## src/design/mrd_pkg.sv

```systemverilog
// Memory reference decoder: shared constants, field positions and operation codes.
// Assumes 16-bit words with bit 0 as the most significant bit of every word.
package mrd_pkg;

  ////////////////////////////////////////////////////////////////////////////
  // Widths
  localparam int WORD_W = 16;
  localparam int DISP_W = 8;

  ////////////////////////////////////////////////////////////////////////////
  // Field positions, counted from bit 0 = MSB
  localparam int POS_CLASS = 0;
  localparam int POS_MOVE_OP = 1;
  localparam int POS_AC = 3;
  localparam int POS_EXT_OP = 3;
  localparam int POS_IND = 5;
  localparam int POS_MODE = 6;
  localparam int POS_DISP = 8;

  ////////////////////////////////////////////////////////////////////////////
  // Index mode codes
  localparam logic [1:0] MODE_PAGE0 = 2'h0;
  localparam logic [1:0] MODE_REL = 2'h1;
  localparam logic [1:0] MODE_BASE2 = 2'h2;
  localparam logic [1:0] MODE_BASE3 = 2'h3;

  ////////////////////////////////////////////////////////////////////////////
  // Operation codes
  localparam logic [1:0] MOVE_EXT = 2'h0;
  localparam logic [1:0] MOVE_LOAD = 2'h1;
  localparam logic [1:0] MOVE_STORE = 2'h2;
  localparam logic [1:0] EXT_JUMP = 2'h0;
  localparam logic [1:0] EXT_LINK = 2'h1;
  localparam logic [1:0] EXT_ISZ = 2'h2;
  localparam logic [1:0] EXT_DSZ = 2'h3;
  localparam logic [1:0] LINK_ACC = 2'h3;

  ////////////////////////////////////////////////////////////////////////////
  // Reset values and arithmetic constants
  localparam logic [15:0] WORD_RST = 16'h0000;
  localparam logic [15:0] WORD_ONE = 16'h0001;

  typedef enum logic [2:0] {
    MRD_OP_NONE,
    MRD_OP_LOAD_ACC,
    MRD_OP_STORE_ACC,
    MRD_OP_JUMP,
    MRD_OP_JUMP_LINK,
    MRD_OP_INC_SKIP_ZERO,
    MRD_OP_DEC_SKIP_ZERO
  } mrd_op_t;

endpackage

```

## src/design/mrd_ea_calc.sv

```systemverilog
// Memory reference decoder: effective address adder for the four index modes.
// Assumes the displacement and the mode field are already split from the word.
`timescale 1ns/1ps
module mrd_ea_calc (
  // Decoded fields
  input wire logic [1:0] mode,
  input wire logic [7:0] disp,
  // Datapath values
  input wire logic [15:0] pc,
  input wire logic [15:0] base_acc_two,
  input wire logic [15:0] base_acc_three,
  // Result
  output logic [15:0] ea
);

  logic [15:0] disp_sext;
  logic [15:0] base;

  // Bit 8 of the word is disp[7], the sign
  assign disp_sext = {{8{disp[7]}}, disp};

  always_comb begin
    case (mode)
      mrd_pkg::MODE_REL: base = pc;
      mrd_pkg::MODE_BASE2: base = base_acc_two;
      mrd_pkg::MODE_BASE3: base = base_acc_three;
      default: base = mrd_pkg::WORD_RST;
    endcase
  end

  always_comb begin
    if (mode == mrd_pkg::MODE_PAGE0) begin
      ea = {8'h00, disp};
    end else begin
      ea = 16'(base + disp_sext);
    end
  end

endmodule // mrd_ea_calc

```

## src/design/mrd_decode.sv

```systemverilog
// Memory reference decoder: splits the instruction word, forms the effective
// address, follows one indirection and runs the selected operation.
// Assumes a memory port that holds each request until mem_ack and a datapath
// that applies accumulator and counter writes on the cycle they are shown.
`timescale 1ns/1ps
module mrd_decode (
  // Clock, reset, enable
  input wire logic sys_clk,
  input wire logic rst,
  input wire logic ce,
  // Instruction in
  input wire logic instr_valid,
  input wire logic [15:0] instr_word,
  input wire logic [15:0] instr_pc,
  output logic instr_ready,
  output logic op_done,
  output logic op_reject,
  // Accumulators
  input wire logic [15:0] base_acc_two,
  input wire logic [15:0] base_acc_three,
  output logic [1:0] acc_rd_sel,
  input wire logic [15:0] acc_rd_data,
  output logic acc_wr_en,
  output logic [1:0] acc_wr_sel,
  output logic [15:0] acc_wr_data,
  // Program counter
  output logic pc_load,
  output logic [15:0] pc_value,
  output logic pc_skip,
  // Effective address register
  output logic [15:0] ea,
  output logic ea_valid,
  // Memory
  output logic mem_req,
  output logic mem_we,
  output logic [15:0] mem_addr,
  output logic [15:0] mem_wdata,
  input wire logic mem_ack,
  input wire logic [15:0] mem_rdata
);

  typedef enum logic [2:0] {ST_IDLE, ST_EA, ST_IND, ST_EXEC, ST_RD, ST_WR} mrd_state_t;

  ////////////////////////////////////////////////////////////////////////////
  // Field decoding
  function automatic logic bit_at(input logic [15:0] w, input int pos);
    return w[15 - pos];
  endfunction

  function automatic logic [1:0] fld2(input logic [15:0] w, input int pos);
    return {bit_at(w, pos), bit_at(w, pos + 1)};
  endfunction

  function automatic logic [7:0] disp_of(input logic [15:0] w);
    logic [7:0] d;
    d = 8'h00;
    for (int i = 0; i < mrd_pkg::DISP_W; i++) begin
      d[7 - i] = bit_at(w, mrd_pkg::POS_DISP + i);
    end
    return d;
  endfunction

  function automatic mrd_pkg::mrd_op_t op_of(input logic [15:0] w);
    mrd_pkg::mrd_op_t op;
    op = mrd_pkg::MRD_OP_NONE;
    if (!bit_at(w, mrd_pkg::POS_CLASS)) begin
      case (fld2(w, mrd_pkg::POS_MOVE_OP))
        mrd_pkg::MOVE_LOAD: op = mrd_pkg::MRD_OP_LOAD_ACC;
        mrd_pkg::MOVE_STORE: op = mrd_pkg::MRD_OP_STORE_ACC;
        mrd_pkg::MOVE_EXT: begin
          case (fld2(w, mrd_pkg::POS_EXT_OP))
            mrd_pkg::EXT_JUMP: op = mrd_pkg::MRD_OP_JUMP;
            mrd_pkg::EXT_LINK: op = mrd_pkg::MRD_OP_JUMP_LINK;
            mrd_pkg::EXT_ISZ: op = mrd_pkg::MRD_OP_INC_SKIP_ZERO;
            default: op = mrd_pkg::MRD_OP_DEC_SKIP_ZERO;
          endcase
        end
        default: op = mrd_pkg::MRD_OP_NONE;
      endcase
    end
    return op;
  endfunction

  function automatic logic [15:0] neg16(input logic [15:0] v);
    return 16'(~v + mrd_pkg::WORD_ONE);
  endfunction

  ////////////////////////////////////////////////////////////////////////////
  // State
  mrd_state_t st_r, st_nxt;
  mrd_pkg::mrd_op_t op_r, op_nxt;
  logic [15:0] instr_r, instr_nxt;
  logic [15:0] pc_r, pc_nxt;
  logic [15:0] ea_r, ea_nxt;
  logic ea_valid_r, ea_valid_nxt;
  logic mem_req_r, mem_req_nxt;
  logic mem_we_r, mem_we_nxt;
  logic [15:0] mem_addr_r, mem_addr_nxt;
  logic [15:0] mem_wdata_r, mem_wdata_nxt;
  logic acc_wr_en_r, acc_wr_en_nxt;
  logic [1:0] acc_wr_sel_r, acc_wr_sel_nxt;
  logic [15:0] acc_wr_data_r, acc_wr_data_nxt;
  logic pc_load_r, pc_load_nxt;
  logic [15:0] pc_value_r, pc_value_nxt;
  logic pc_skip_r, pc_skip_nxt;
  logic skip_r, skip_nxt;
  logic done_r, done_nxt;
  logic reject_r, reject_nxt;
  logic [15:0] ea_calc;
  logic [15:0] modified;
  logic [1:0] mode;
  logic [7:0] disp;

  assign mode = fld2(instr_r, mrd_pkg::POS_MODE);
  assign disp = disp_of(instr_r);

  mrd_ea_calc u_ea (
    .mode(mode),
    .disp(disp),
    .pc(pc_r),
    .base_acc_two(base_acc_two),
    .base_acc_three(base_acc_three),
    .ea(ea_calc)
  );

  // Increment, or add the negation of one to decrement
  assign modified = (op_r == mrd_pkg::MRD_OP_INC_SKIP_ZERO) ?
                    16'(mem_rdata + mrd_pkg::WORD_ONE) :
                    16'(mem_rdata + neg16(mrd_pkg::WORD_ONE));

  ////////////////////////////////////////////////////////////////////////////
  // Sequencer
  always_comb begin
    st_nxt = st_r;
    op_nxt = op_r;
    instr_nxt = instr_r;
    pc_nxt = pc_r;
    ea_nxt = ea_r;
    ea_valid_nxt = ea_valid_r;
    mem_req_nxt = mem_req_r;
    mem_we_nxt = mem_we_r;
    mem_addr_nxt = mem_addr_r;
    mem_wdata_nxt = mem_wdata_r;
    acc_wr_en_nxt = 1'b0;
    acc_wr_sel_nxt = acc_wr_sel_r;
    acc_wr_data_nxt = acc_wr_data_r;
    pc_load_nxt = 1'b0;
    pc_value_nxt = pc_value_r;
    pc_skip_nxt = 1'b0;
    skip_nxt = skip_r;
    done_nxt = 1'b0;
    reject_nxt = 1'b0;
    case (st_r)
      ST_IDLE: begin
        if (instr_valid) begin
          if (op_of(instr_word) == mrd_pkg::MRD_OP_NONE) begin
            reject_nxt = 1'b1;
          end else begin
            instr_nxt = instr_word;
            pc_nxt = instr_pc;
            op_nxt = op_of(instr_word);
            ea_valid_nxt = 1'b0;
            st_nxt = ST_EA;
          end
        end
      end
      ST_EA: begin
        ea_nxt = ea_calc;
        if (bit_at(instr_r, mrd_pkg::POS_IND)) begin
          mem_req_nxt = 1'b1;
          mem_we_nxt = 1'b0;
          mem_addr_nxt = ea_calc;
          st_nxt = ST_IND;
        end else begin
          ea_valid_nxt = 1'b1;
          st_nxt = ST_EXEC;
        end
      end
      ST_IND: begin
        if (mem_ack) begin
          ea_nxt = mem_rdata;
          ea_valid_nxt = 1'b1;
          mem_req_nxt = 1'b0;
          st_nxt = ST_EXEC;
        end
      end
      ST_EXEC: begin
        mem_addr_nxt = ea_r;
        st_nxt = ST_RD;
        case (op_r)
          mrd_pkg::MRD_OP_STORE_ACC: begin
            mem_req_nxt = 1'b1;
            mem_we_nxt = 1'b1;
            mem_wdata_nxt = acc_rd_data;
            skip_nxt = 1'b0;
            st_nxt = ST_WR;
          end
          mrd_pkg::MRD_OP_JUMP: begin
            pc_load_nxt = 1'b1;
            pc_value_nxt = ea_r;
            done_nxt = 1'b1;
            st_nxt = ST_IDLE;
          end
          mrd_pkg::MRD_OP_JUMP_LINK: begin
            acc_wr_en_nxt = 1'b1;
            acc_wr_sel_nxt = mrd_pkg::LINK_ACC;
            acc_wr_data_nxt = 16'(pc_r + mrd_pkg::WORD_ONE);
            pc_load_nxt = 1'b1;
            pc_value_nxt = ea_r;
            done_nxt = 1'b1;
            st_nxt = ST_IDLE;
          end
          default: begin
            mem_req_nxt = 1'b1;
            mem_we_nxt = 1'b0;
          end
        endcase
      end
      ST_RD: begin
        if (mem_ack) begin
          if (op_r == mrd_pkg::MRD_OP_LOAD_ACC) begin
            mem_req_nxt = 1'b0;
            acc_wr_en_nxt = 1'b1;
            acc_wr_sel_nxt = fld2(instr_r, mrd_pkg::POS_AC);
            acc_wr_data_nxt = mem_rdata;
            done_nxt = 1'b1;
            st_nxt = ST_IDLE;
          end else begin
            mem_we_nxt = 1'b1;
            mem_wdata_nxt = modified;
            skip_nxt = (modified == mrd_pkg::WORD_RST);
            st_nxt = ST_WR;
          end
        end
      end
      ST_WR: begin
        if (mem_ack) begin
          mem_req_nxt = 1'b0;
          mem_we_nxt = 1'b0;
          pc_skip_nxt = skip_r;
          done_nxt = 1'b1;
          st_nxt = ST_IDLE;
        end
      end
      default: st_nxt = ST_IDLE;
    endcase
  end

  always_ff @(posedge sys_clk) begin
    if (rst) begin
      st_r <= ST_IDLE;
      op_r <= mrd_pkg::MRD_OP_NONE;
      instr_r <= mrd_pkg::WORD_RST;
      pc_r <= mrd_pkg::WORD_RST;
      ea_r <= mrd_pkg::WORD_RST;
      ea_valid_r <= 1'b0;
      mem_req_r <= 1'b0;
      mem_we_r <= 1'b0;
      mem_addr_r <= mrd_pkg::WORD_RST;
      mem_wdata_r <= mrd_pkg::WORD_RST;
      acc_wr_en_r <= 1'b0;
      acc_wr_sel_r <= 2'h0;
      acc_wr_data_r <= mrd_pkg::WORD_RST;
      pc_load_r <= 1'b0;
      pc_value_r <= mrd_pkg::WORD_RST;
      pc_skip_r <= 1'b0;
      skip_r <= 1'b0;
      done_r <= 1'b0;
      reject_r <= 1'b0;
    end else if (ce) begin
      st_r <= st_nxt;
      op_r <= op_nxt;
      instr_r <= instr_nxt;
      pc_r <= pc_nxt;
      ea_r <= ea_nxt;
      ea_valid_r <= ea_valid_nxt;
      mem_req_r <= mem_req_nxt;
      mem_we_r <= mem_we_nxt;
      mem_addr_r <= mem_addr_nxt;
      mem_wdata_r <= mem_wdata_nxt;
      acc_wr_en_r <= acc_wr_en_nxt;
      acc_wr_sel_r <= acc_wr_sel_nxt;
      acc_wr_data_r <= acc_wr_data_nxt;
      pc_load_r <= pc_load_nxt;
      pc_value_r <= pc_value_nxt;
      pc_skip_r <= pc_skip_nxt;
      skip_r <= skip_nxt;
      done_r <= done_nxt;
      reject_r <= reject_nxt;
    end
  end

  ////////////////////////////////////////////////////////////////////////////
  // Outputs
  assign instr_ready = (st_r == ST_IDLE) && ce;
  assign acc_rd_sel = fld2(instr_r, mrd_pkg::POS_AC);
  assign op_done = done_r;
  assign op_reject = reject_r;
  assign acc_wr_en = acc_wr_en_r;
  assign acc_wr_sel = acc_wr_sel_r;
  assign acc_wr_data = acc_wr_data_r;
  assign pc_load = pc_load_r;
  assign pc_value = pc_value_r;
  assign pc_skip = pc_skip_r;
  assign ea = ea_r;
  assign ea_valid = ea_valid_r;
  assign mem_req = mem_req_r;
  assign mem_we = mem_we_r;
  assign mem_addr = mem_addr_r;
  assign mem_wdata = mem_wdata_r;

  logic [15:0] sext_d;
  assign sext_d = {{8{instr_r[7]}}, instr_r[7:0]};
endmodule // mrd_decode

```

## config.mk

```make
export PLATFORM = sky130hd
export DESIGN_NAME = mrd_decode
export DESIGN_NICKNAME = d
export VERILOG_FILES = /design/src/design/mrd_pkg.sv /design/src/design/mrd_ea_calc.sv /design/src/design/mrd_decode.sv
export SDC_FILE = /design/constraint.sdc
export NUM_CORES = 1
export LEC_CHECK = 0
export ABC_AREA = 1
export BUFFER_PORTS_ARGS = -buffer_cell sky130_fd_sc_hd__buf_4
export CAP_MARGIN = 5
export CORE_ASPECT_RATIO = 1.4
export CORE_MARGIN = 2
export CORE_UTILIZATION = 50
export DETAILED_ROUTE_END_ITERATION = 16
export HOLD_SLACK_MARGIN = 0.06
export PLACE_DENSITY_LB_ADDON = 0.15
export REMOVE_ABC_BUFFERS = 1
export SYNTH_ARGS = -nofsm -noshare
export SYNTH_HDL_FRONTEND = slang
export SYNTH_SLANG_ARGS = --single-unit
```

## constraint.sdc

```tcl
create_clock -name sys_clk -period 3 [get_ports sys_clk]
set_clock_uncertainty 0.05 [all_clocks]
set_input_delay 0 -clock sys_clk [delete_from_list [all_inputs] [get_ports sys_clk]]
set_output_delay 0 -clock sys_clk [all_outputs]
set_load 0.02 [all_outputs]
```

Word level (Yosys, flattened, before mapping)
Index checks and enable logic that the tools add are counted.

operators by class
  bitwise logic cells = 1
  eq/ne operators = 30
  add/subtract/negate cells = 4
  reductions and logical operators = 25
  mux-type cells = 66

operators by type and width
  kind                    count
  $mux 16                 10
  $pmux 16 s2             4
  $pmux 16 s3             1
  $add 16x1->16 const B   2
  $mux 1                  27
  $mux 3                  9
  $ne 2x2->1 const B      11
  $pmux 3 s3              2
  $pmux 3 s6              1
  $add 16x16->16          1
  $add 16x16->16 const B  1
  $logic_not 16->1        1
  $reduce_and 7->1        2
  $eq 3x2->1 const B      4
  $eq 3x3->1 const B      4
  $reduce_and 6->1        2
  $reduce_and 5->1        2
  $reduce_and 3->1        3
  $eq 2x2->1 const B      4
  $pmux 1 s4              2
  $reduce_bool 4->1       2
  $eq 2x1->1 const B      3
  $eq 3x1->1 const B      2
  $logic_not 2->1         3
  other kinds (13)        23

word-level totals
  bits of input ports = 101
  register bits after elaboration = 126
  word-level logic and storage cells = 145
  output and inout port bits = 93

Depth between registers and ports, before layout
  depth in word-level cells = 10
  mapped depth = 20
  mapped depth without buffers = 19

Modules after synthesis
A second synthesis with hierarchy kept.

unflattened totals
  cell total of the unflattened synthesis = 1,292
  area total of the unflattened synthesis = 8,309.2 um^2

modules (own cells, without submodules)
  module       sequential area each (um^2)  area each (um^2)  cells each  times used
  mrd_decode   2,522.4                      6,886.6           1,003       1
  mrd_ea_calc  0.0                          1,422.6           289         1

Worst setup path after synthesis
OpenSTA, ideal clock, no wires.

  path kind = reg-to-reg
  start point = register instr_r[9]
  end point = register mem_addr_r[10] (netlist: mem_addr[10])
  setup slack = 0.314 ns
  data arrival time = 2.504 ns
  period minus slack after synthesis = 2.686 ns
  buffers on the path = 1
  cell stages (with the launch flop) = 21
  setup time = 0.132 ns
  data required time = 2.818 ns
  cells stage by stage = dfxtp_1 inv_1 nor2_1 clkbuf_1 nand2_1 nand3_1 ha_1 inv_1 fa_1 inv_1 nand3_1 nand2_1 nand2_1 nand2_1 nand2_1 nand2_1 a21oi_1 o21ai_0 nand2_1 nand2_1 a21oi_1

on the way
  longest elaborated chain between the ends = 6
  elaborated cells between the ends (all ways) = 9
  those cells by class = 1 x add/sub; 3 x eq/ne; 4 x mux; 1 x reduce/logical

ends and longest elaborated chain
  what                                             line               text
  start, declared                                  mrd_decode.sv:92   logic [15:0] instr_r, instr_nxt;
  start signal, assigned                           mrd_decode.sv:253  instr_r <= mrd_pkg::WORD_RST;
  start signal, assigned                           mrd_decode.sv:273  instr_r <= instr_nxt;
  $eq 2x2->1 / $eq 2x1->1 (equally long branches)  mrd_ea_calc.sv:23  case (mode)
  $pmux 16 s3                                      mrd_ea_calc.sv:23
  $add 16x16->16                                   mrd_ea_calc.sv:35  ea = 16'(base + disp_sext);
  $mux 16 *                                        mrd_ea_calc.sv:32  if (mode == mrd_pkg::MODE_PAGE0) begin
  $mux 16 *                                        mrd_decode.sv:169  if (bit_at(instr_r, mrd_pkg::POS_IND)) begin
  $pmux 16 s2 *                                    mrd_decode.sv:153  case (st_r)
  end signal, assigned                             mrd_decode.sv:259  mem_addr_r <= mrd_pkg::WORD_RST;
  end signal, assigned                             mrd_decode.sv:279  mem_addr_r <= mem_addr_nxt;
  end, declared                                    mrd_decode.sv:98   logic [15:0] mem_addr_r, mem_addr_nxt;

Mark *: on every way between the ends. The rest lies on a longest branch, timed or not. The select of a mux whose other input is x is not followed.
A chain may end at the register's enable or synchronous reset.

Final worst setup path
  start point = register op_r[0]
  end point = register mem_wdata_r[14] (netlist: mem_wdata[14])

on the way
  longest elaborated chain between the ends = 5
  elaborated cells between the ends (all ways) = 10
  those cells by class = 5 x eq/ne; 4 x mux; 1 x reduce/logical

ends and longest elaborated chain
  what                    line               text
  start, declared         mrd_decode.sv:91   mrd_pkg::mrd_op_t op_r, op_nxt;
  start signal, assigned  mrd_decode.sv:252  op_r <= mrd_pkg::MRD_OP_NONE;
  start signal, assigned  mrd_decode.sv:272  op_r <= op_nxt;
  $eq 3x3->1              mrd_decode.sv:127  assign modified = (op_r == mrd_pkg::MRD_OP_INC_SKIP_ZERO) ?
  $mux 16                 mrd_decode.sv:127
  $mux 16                 mrd_decode.sv:221  if (op_r == mrd_pkg::MRD_OP_LOAD_ACC) begin
  $mux 16                 mrd_decode.sv:220  if (mem_ack) begin
  $pmux 16 s2             mrd_decode.sv:153
  end signal, assigned    mrd_decode.sv:260  mem_wdata_r <= mrd_pkg::WORD_RST;
  end signal, assigned    mrd_decode.sv:280  mem_wdata_r <= mem_wdata_nxt;
  end, declared           mrd_decode.sv:99   logic [15:0] mem_wdata_r, mem_wdata_nxt;

Several ways; a longest one is shown, not always the timed one. The select of a mux whose other input is x is not followed.

==> results.md <==
* Run status: finished, final reports clean
* TritonCTS clock tree: built
* Met2 usage at 59.25%
* Min cycle time layout at 2.756 ns
* Die area at around 16000 µm²
* Total GRT Usage at between 30% and 40%
* Most Frequent Cell on Critical Path: nand2_1
* R2R depth at 13
* GRT Max-Usage Layer: met2
* Static leakage at ~5.0 nW
* Fin Hold WS at ~0.13 ns
* CTS Buffer Depth at 2
* FF+latch count, synth at between 100 and 150
* Die height at between 150 and 200 µm
* Final period util at between 90 and 100%
* R2r endpoint: mem_wdata[14]
* Routability cong. at roughly 0.96
* HPWL after DPL at ~20 mm
* Worst slew margin at around 60%
* Sw power at 1.307 mW
* Die X at 108.7 µm
* Most common cell in the netlist: nand2_1
* Layout cells sized above 1 at approximately a fifth
* CP Class: reg -> reg
* Syn avg cell area at 6.509 µm²
* Via count at roughly 9000
* Post-synth cell types at between 40 and 50
* Crit path max-delay family: buffers and inverters
* Filler Cells Inserted at about 1300
* Count of final hold-check violations at 0
* Vias in the first global route at about 8400
* Clk sinks at 126
* Share of Yosys cell area claimed by the top area cell type at between 30% and 40%
* Final setup violation count at 0
* FP Rows at 53
* Async SR Flop Fraction at 0%
* Final WL at roughly 27 mm
* Latest clock arrival within the worst-skew pair at 0.43 ns
* Total Negative Setup Slacks at 0 ns
* Sequential area share after synthesis at between 30 and 40%
* F_max at ~360 MHz
* Cells after Synth at around 1200
* Data required time of the worst path at 3.31 ns
* Critical path's largest stage delay at 0.56 ns
* CP Launch Point: op_r[0]
* Post-DP Area at between 9000 and 10000 µm²
* Drt pass-1 iters at 5
* Max-slew violations at 0
* Number of DRC markers in iteration 0 at 642
* Synth top cells by count: nand2_1 (297), a21oi_1 (174), dfxtp_1 (126), nor2_1 (106), o21ai_0 (92)
* Comb power frac at between 10% and 20%
* Least-Margin Pin Slew at between 0.5 and 0.6 ns
* DR vias/cell at around 5.5
* Net count reported at finish at around 1600
* RSZ-0062 raised after global routing: false
* Initial Util at approximately half
* DR DRC count at 0
* Place WS at 0.3874 ns
* Clk pwr share at between 40% and 50%
* Final Cell Area at 10740 µm²
* Netlist Area Pre-Place at about 7700 µm²
* Worst Setup Start Kind: flop
* Antenna Violating Nets Remaining at 0
* Hold WC Path Type: in -> reg
* Initial antenna violation count at 0
* H-Tree Depth at 4
* FF-to-FF setup slack at approximately 0.24 ns
* Area growth, synth to finish at 39.95%
* Input/output buffers at between 150 and 200
* Critical Path Sink Type: flop
* FF-to-FF Start: op_r[0]
* Synth area leader: dfxtp_1
* Num CTS Buffers at 17
* Root Driver: clkbuf_16
* Power Dens Cells at about 440 nW/µm²
* Worst Path Buf+Inv at 3
* Pwr Total at between 4 and 5 mW
* Post-synth EDFFs at 0
* Ys flop type: dfxtp_1
* Largest net degree at the start of global routing at 50
* Pint at ~3.5 mW
* Synth area leaders: dfxtp_1 (33%), nand2_1 (15%), a21oi_1 (11%)
* Share of power burned in registers at between 30% and 40%
* DR WL/cell at between 15 and 20 µm
* Critical path fanouts, max at 12
* Sw frac at a little over a quarter
* Crit path to: mem_wdata[14]
* Area of the multi-input gates at 4534 µm²
* GRT Residual Overflow at 0
* Num ports at about 190
* Setup WS post-layout at 0.2438 ns
* Worst-path cell with the longest stage delay: dlygate4sd3_1
* Met1 usage at 37.75%
* Clk slew on worst S/H paths at about 0.06 ns
* Core ar. at approximately 15000 µm²
* CP Data Arrival Time at 3.07 ns
* Ant diodes at 0
* Sequential standard cell area at 2522 µm²
* Met3 Usage GRT at 5.368%
* Max_cap viols at 0
* First-pass GRT wire length at 41.92 mm
* Crit-path cells: nand3_1, buf_8, buf_4, ha_1, nand3_1, nand2_1, nand2_1, nand2_1, nand2_1, nand3b_1, nand3_1, a21oi_1, dlygate4sd3_1
* YS warnings at 0
* Crit path depth at 13
* VDD IR max at around 0.38 mV
-- final cells by class --
type                            instances  share of cell area, %
Sequential cell                       126                  23.49
Clock inverter                         14                  1.911
Clock buffer                           18                  4.089
Tap cell                              192                  2.237
Multi-Input combinational cell        899                  42.22
Inverter                               98                  3.425
Timing Repair Buffer                  296                  22.63
-- cells in the final DEF, fill, tap and decap left out, types with 6 or more instances in the layout --
| cell type | netlist | layout |
|---|---|---|
| a21oi_1 | 174 | 174 |
| nor2_1 | 106 | 106 |
| a31oi_1 | 6 | 6 |
| nand2_1 | 297 | 297 |
| nand3_1 | 84 | 84 |
| ha_1 | 36 | 36 |
| o21ai_0 | 92 | 92 |
| nand4_1 | 8 | 8 |
| xor2_1 | 9 | 9 |
| nand3b_1 | 7 | 7 |
| clkbuf_16 | 0 | 17 |
| nor3_1 | 14 | 14 |
| xnor2_1 | 6 | 6 |
| inv_1 | 88 | 87 |
| dfxtp_1 | 126 | 126 |
| inv_2 | 10 | 10 |
| o21ai_1 | 13 | 13 |
| dlygate4sd3_1 | 0 | 75 |
| buf_4 | 3 | 219 |
-- per-layer routing --
metal	part of all wire, %	up-vias	wire length (µm)
met1	39	4101	10610
met2	51	337	13930
met4	4.4	0	1213
met5	0	-	0
li1	-	4443	-
met3	5.5	77	1502
-- cells by family after synthesis --
kind of cell / count (synthesis) / share of synthesized area [%]
XOR/XNOR: 15 / 1.712
buffers and inverters: 154 / 8.039
flip-flops: 126 / 32.87
AO/OA/AOI/OAI: 308 / 21.08
AND/OR/NAND/NOR: 536 / 29.64
multiplexers: 2 / 0.2609
adder cells (fa/ha/maj): 38 / 6.392
-- through the flow --
stage               std cells  util (%)
floorplan                1123         -
global placement         1532     62.10
detailed placement       1532     62.10
CTS                      1639     71.41
global route             1643     71.66
finish                   1643     71.66
-- registers in the layout, summed over array words and instances (netlist names) --
signal / count
mem_we: 1
mem_addr: 16
pc_load: 1
op_r: 3
pc_r: 16
mem_wdata: 16
instr_r: 13
acc_wr_sel: 2
mem_req: 1
ea: 16
pc_value: 16
acc_wr_en: 1
op_done: 1
skip_r: 1
st_r: 3
op_reject: 1
acc_wr_data: 16
pc_skip: 1
ea_valid: 1
-- tightest hold or removal path: stages --
cell and delay, ns:
buf_4 0.11, clkinv_1 0.25, o21ai_1 0.11, a21oi_1 0.10
-- power groups by stage --
stage	clock network [mW]	registers (mW)	logic [mW]
2_1_floorplan	0	1.80	0.338
3_3_place_gp	0	1.80	0.643
3_5_place_dp	0	1.80	0.649
4_1_cts	2.29	1.76	0.727
5_1_grt	2.36	1.77	0.808
6_report	2.27	1.77	0.737
-- how the worst min path moves through the flow --
stage / from / endpoint / slack (ns) / depth (start not counted)
finish: rst / pc_r[6] / 0.13 / 4
CTS: rst / ea[2] / 0.11 / 3
detailed placement: instr_word[0] / instr_r[0] / 0.18 / 3
floorplan: rst / skip_r / 0.01 / 1
global route: rst / ea[2] / 0.15 / 3
global placement: instr_pc[7] / pc_r[7] / 0.17 / 3
-- timing repair --
action / 4_1_cts / 5_1_grt
gates resized for setup: 0 / 2
buffers inserted: 0 / 4
setup endpoints to repair: 0 / 1
endpoints found under the hold margin: 102 / 0
hold buffers: 75 / 0
No activity file was read; power rests on OpenSTA's default activity.
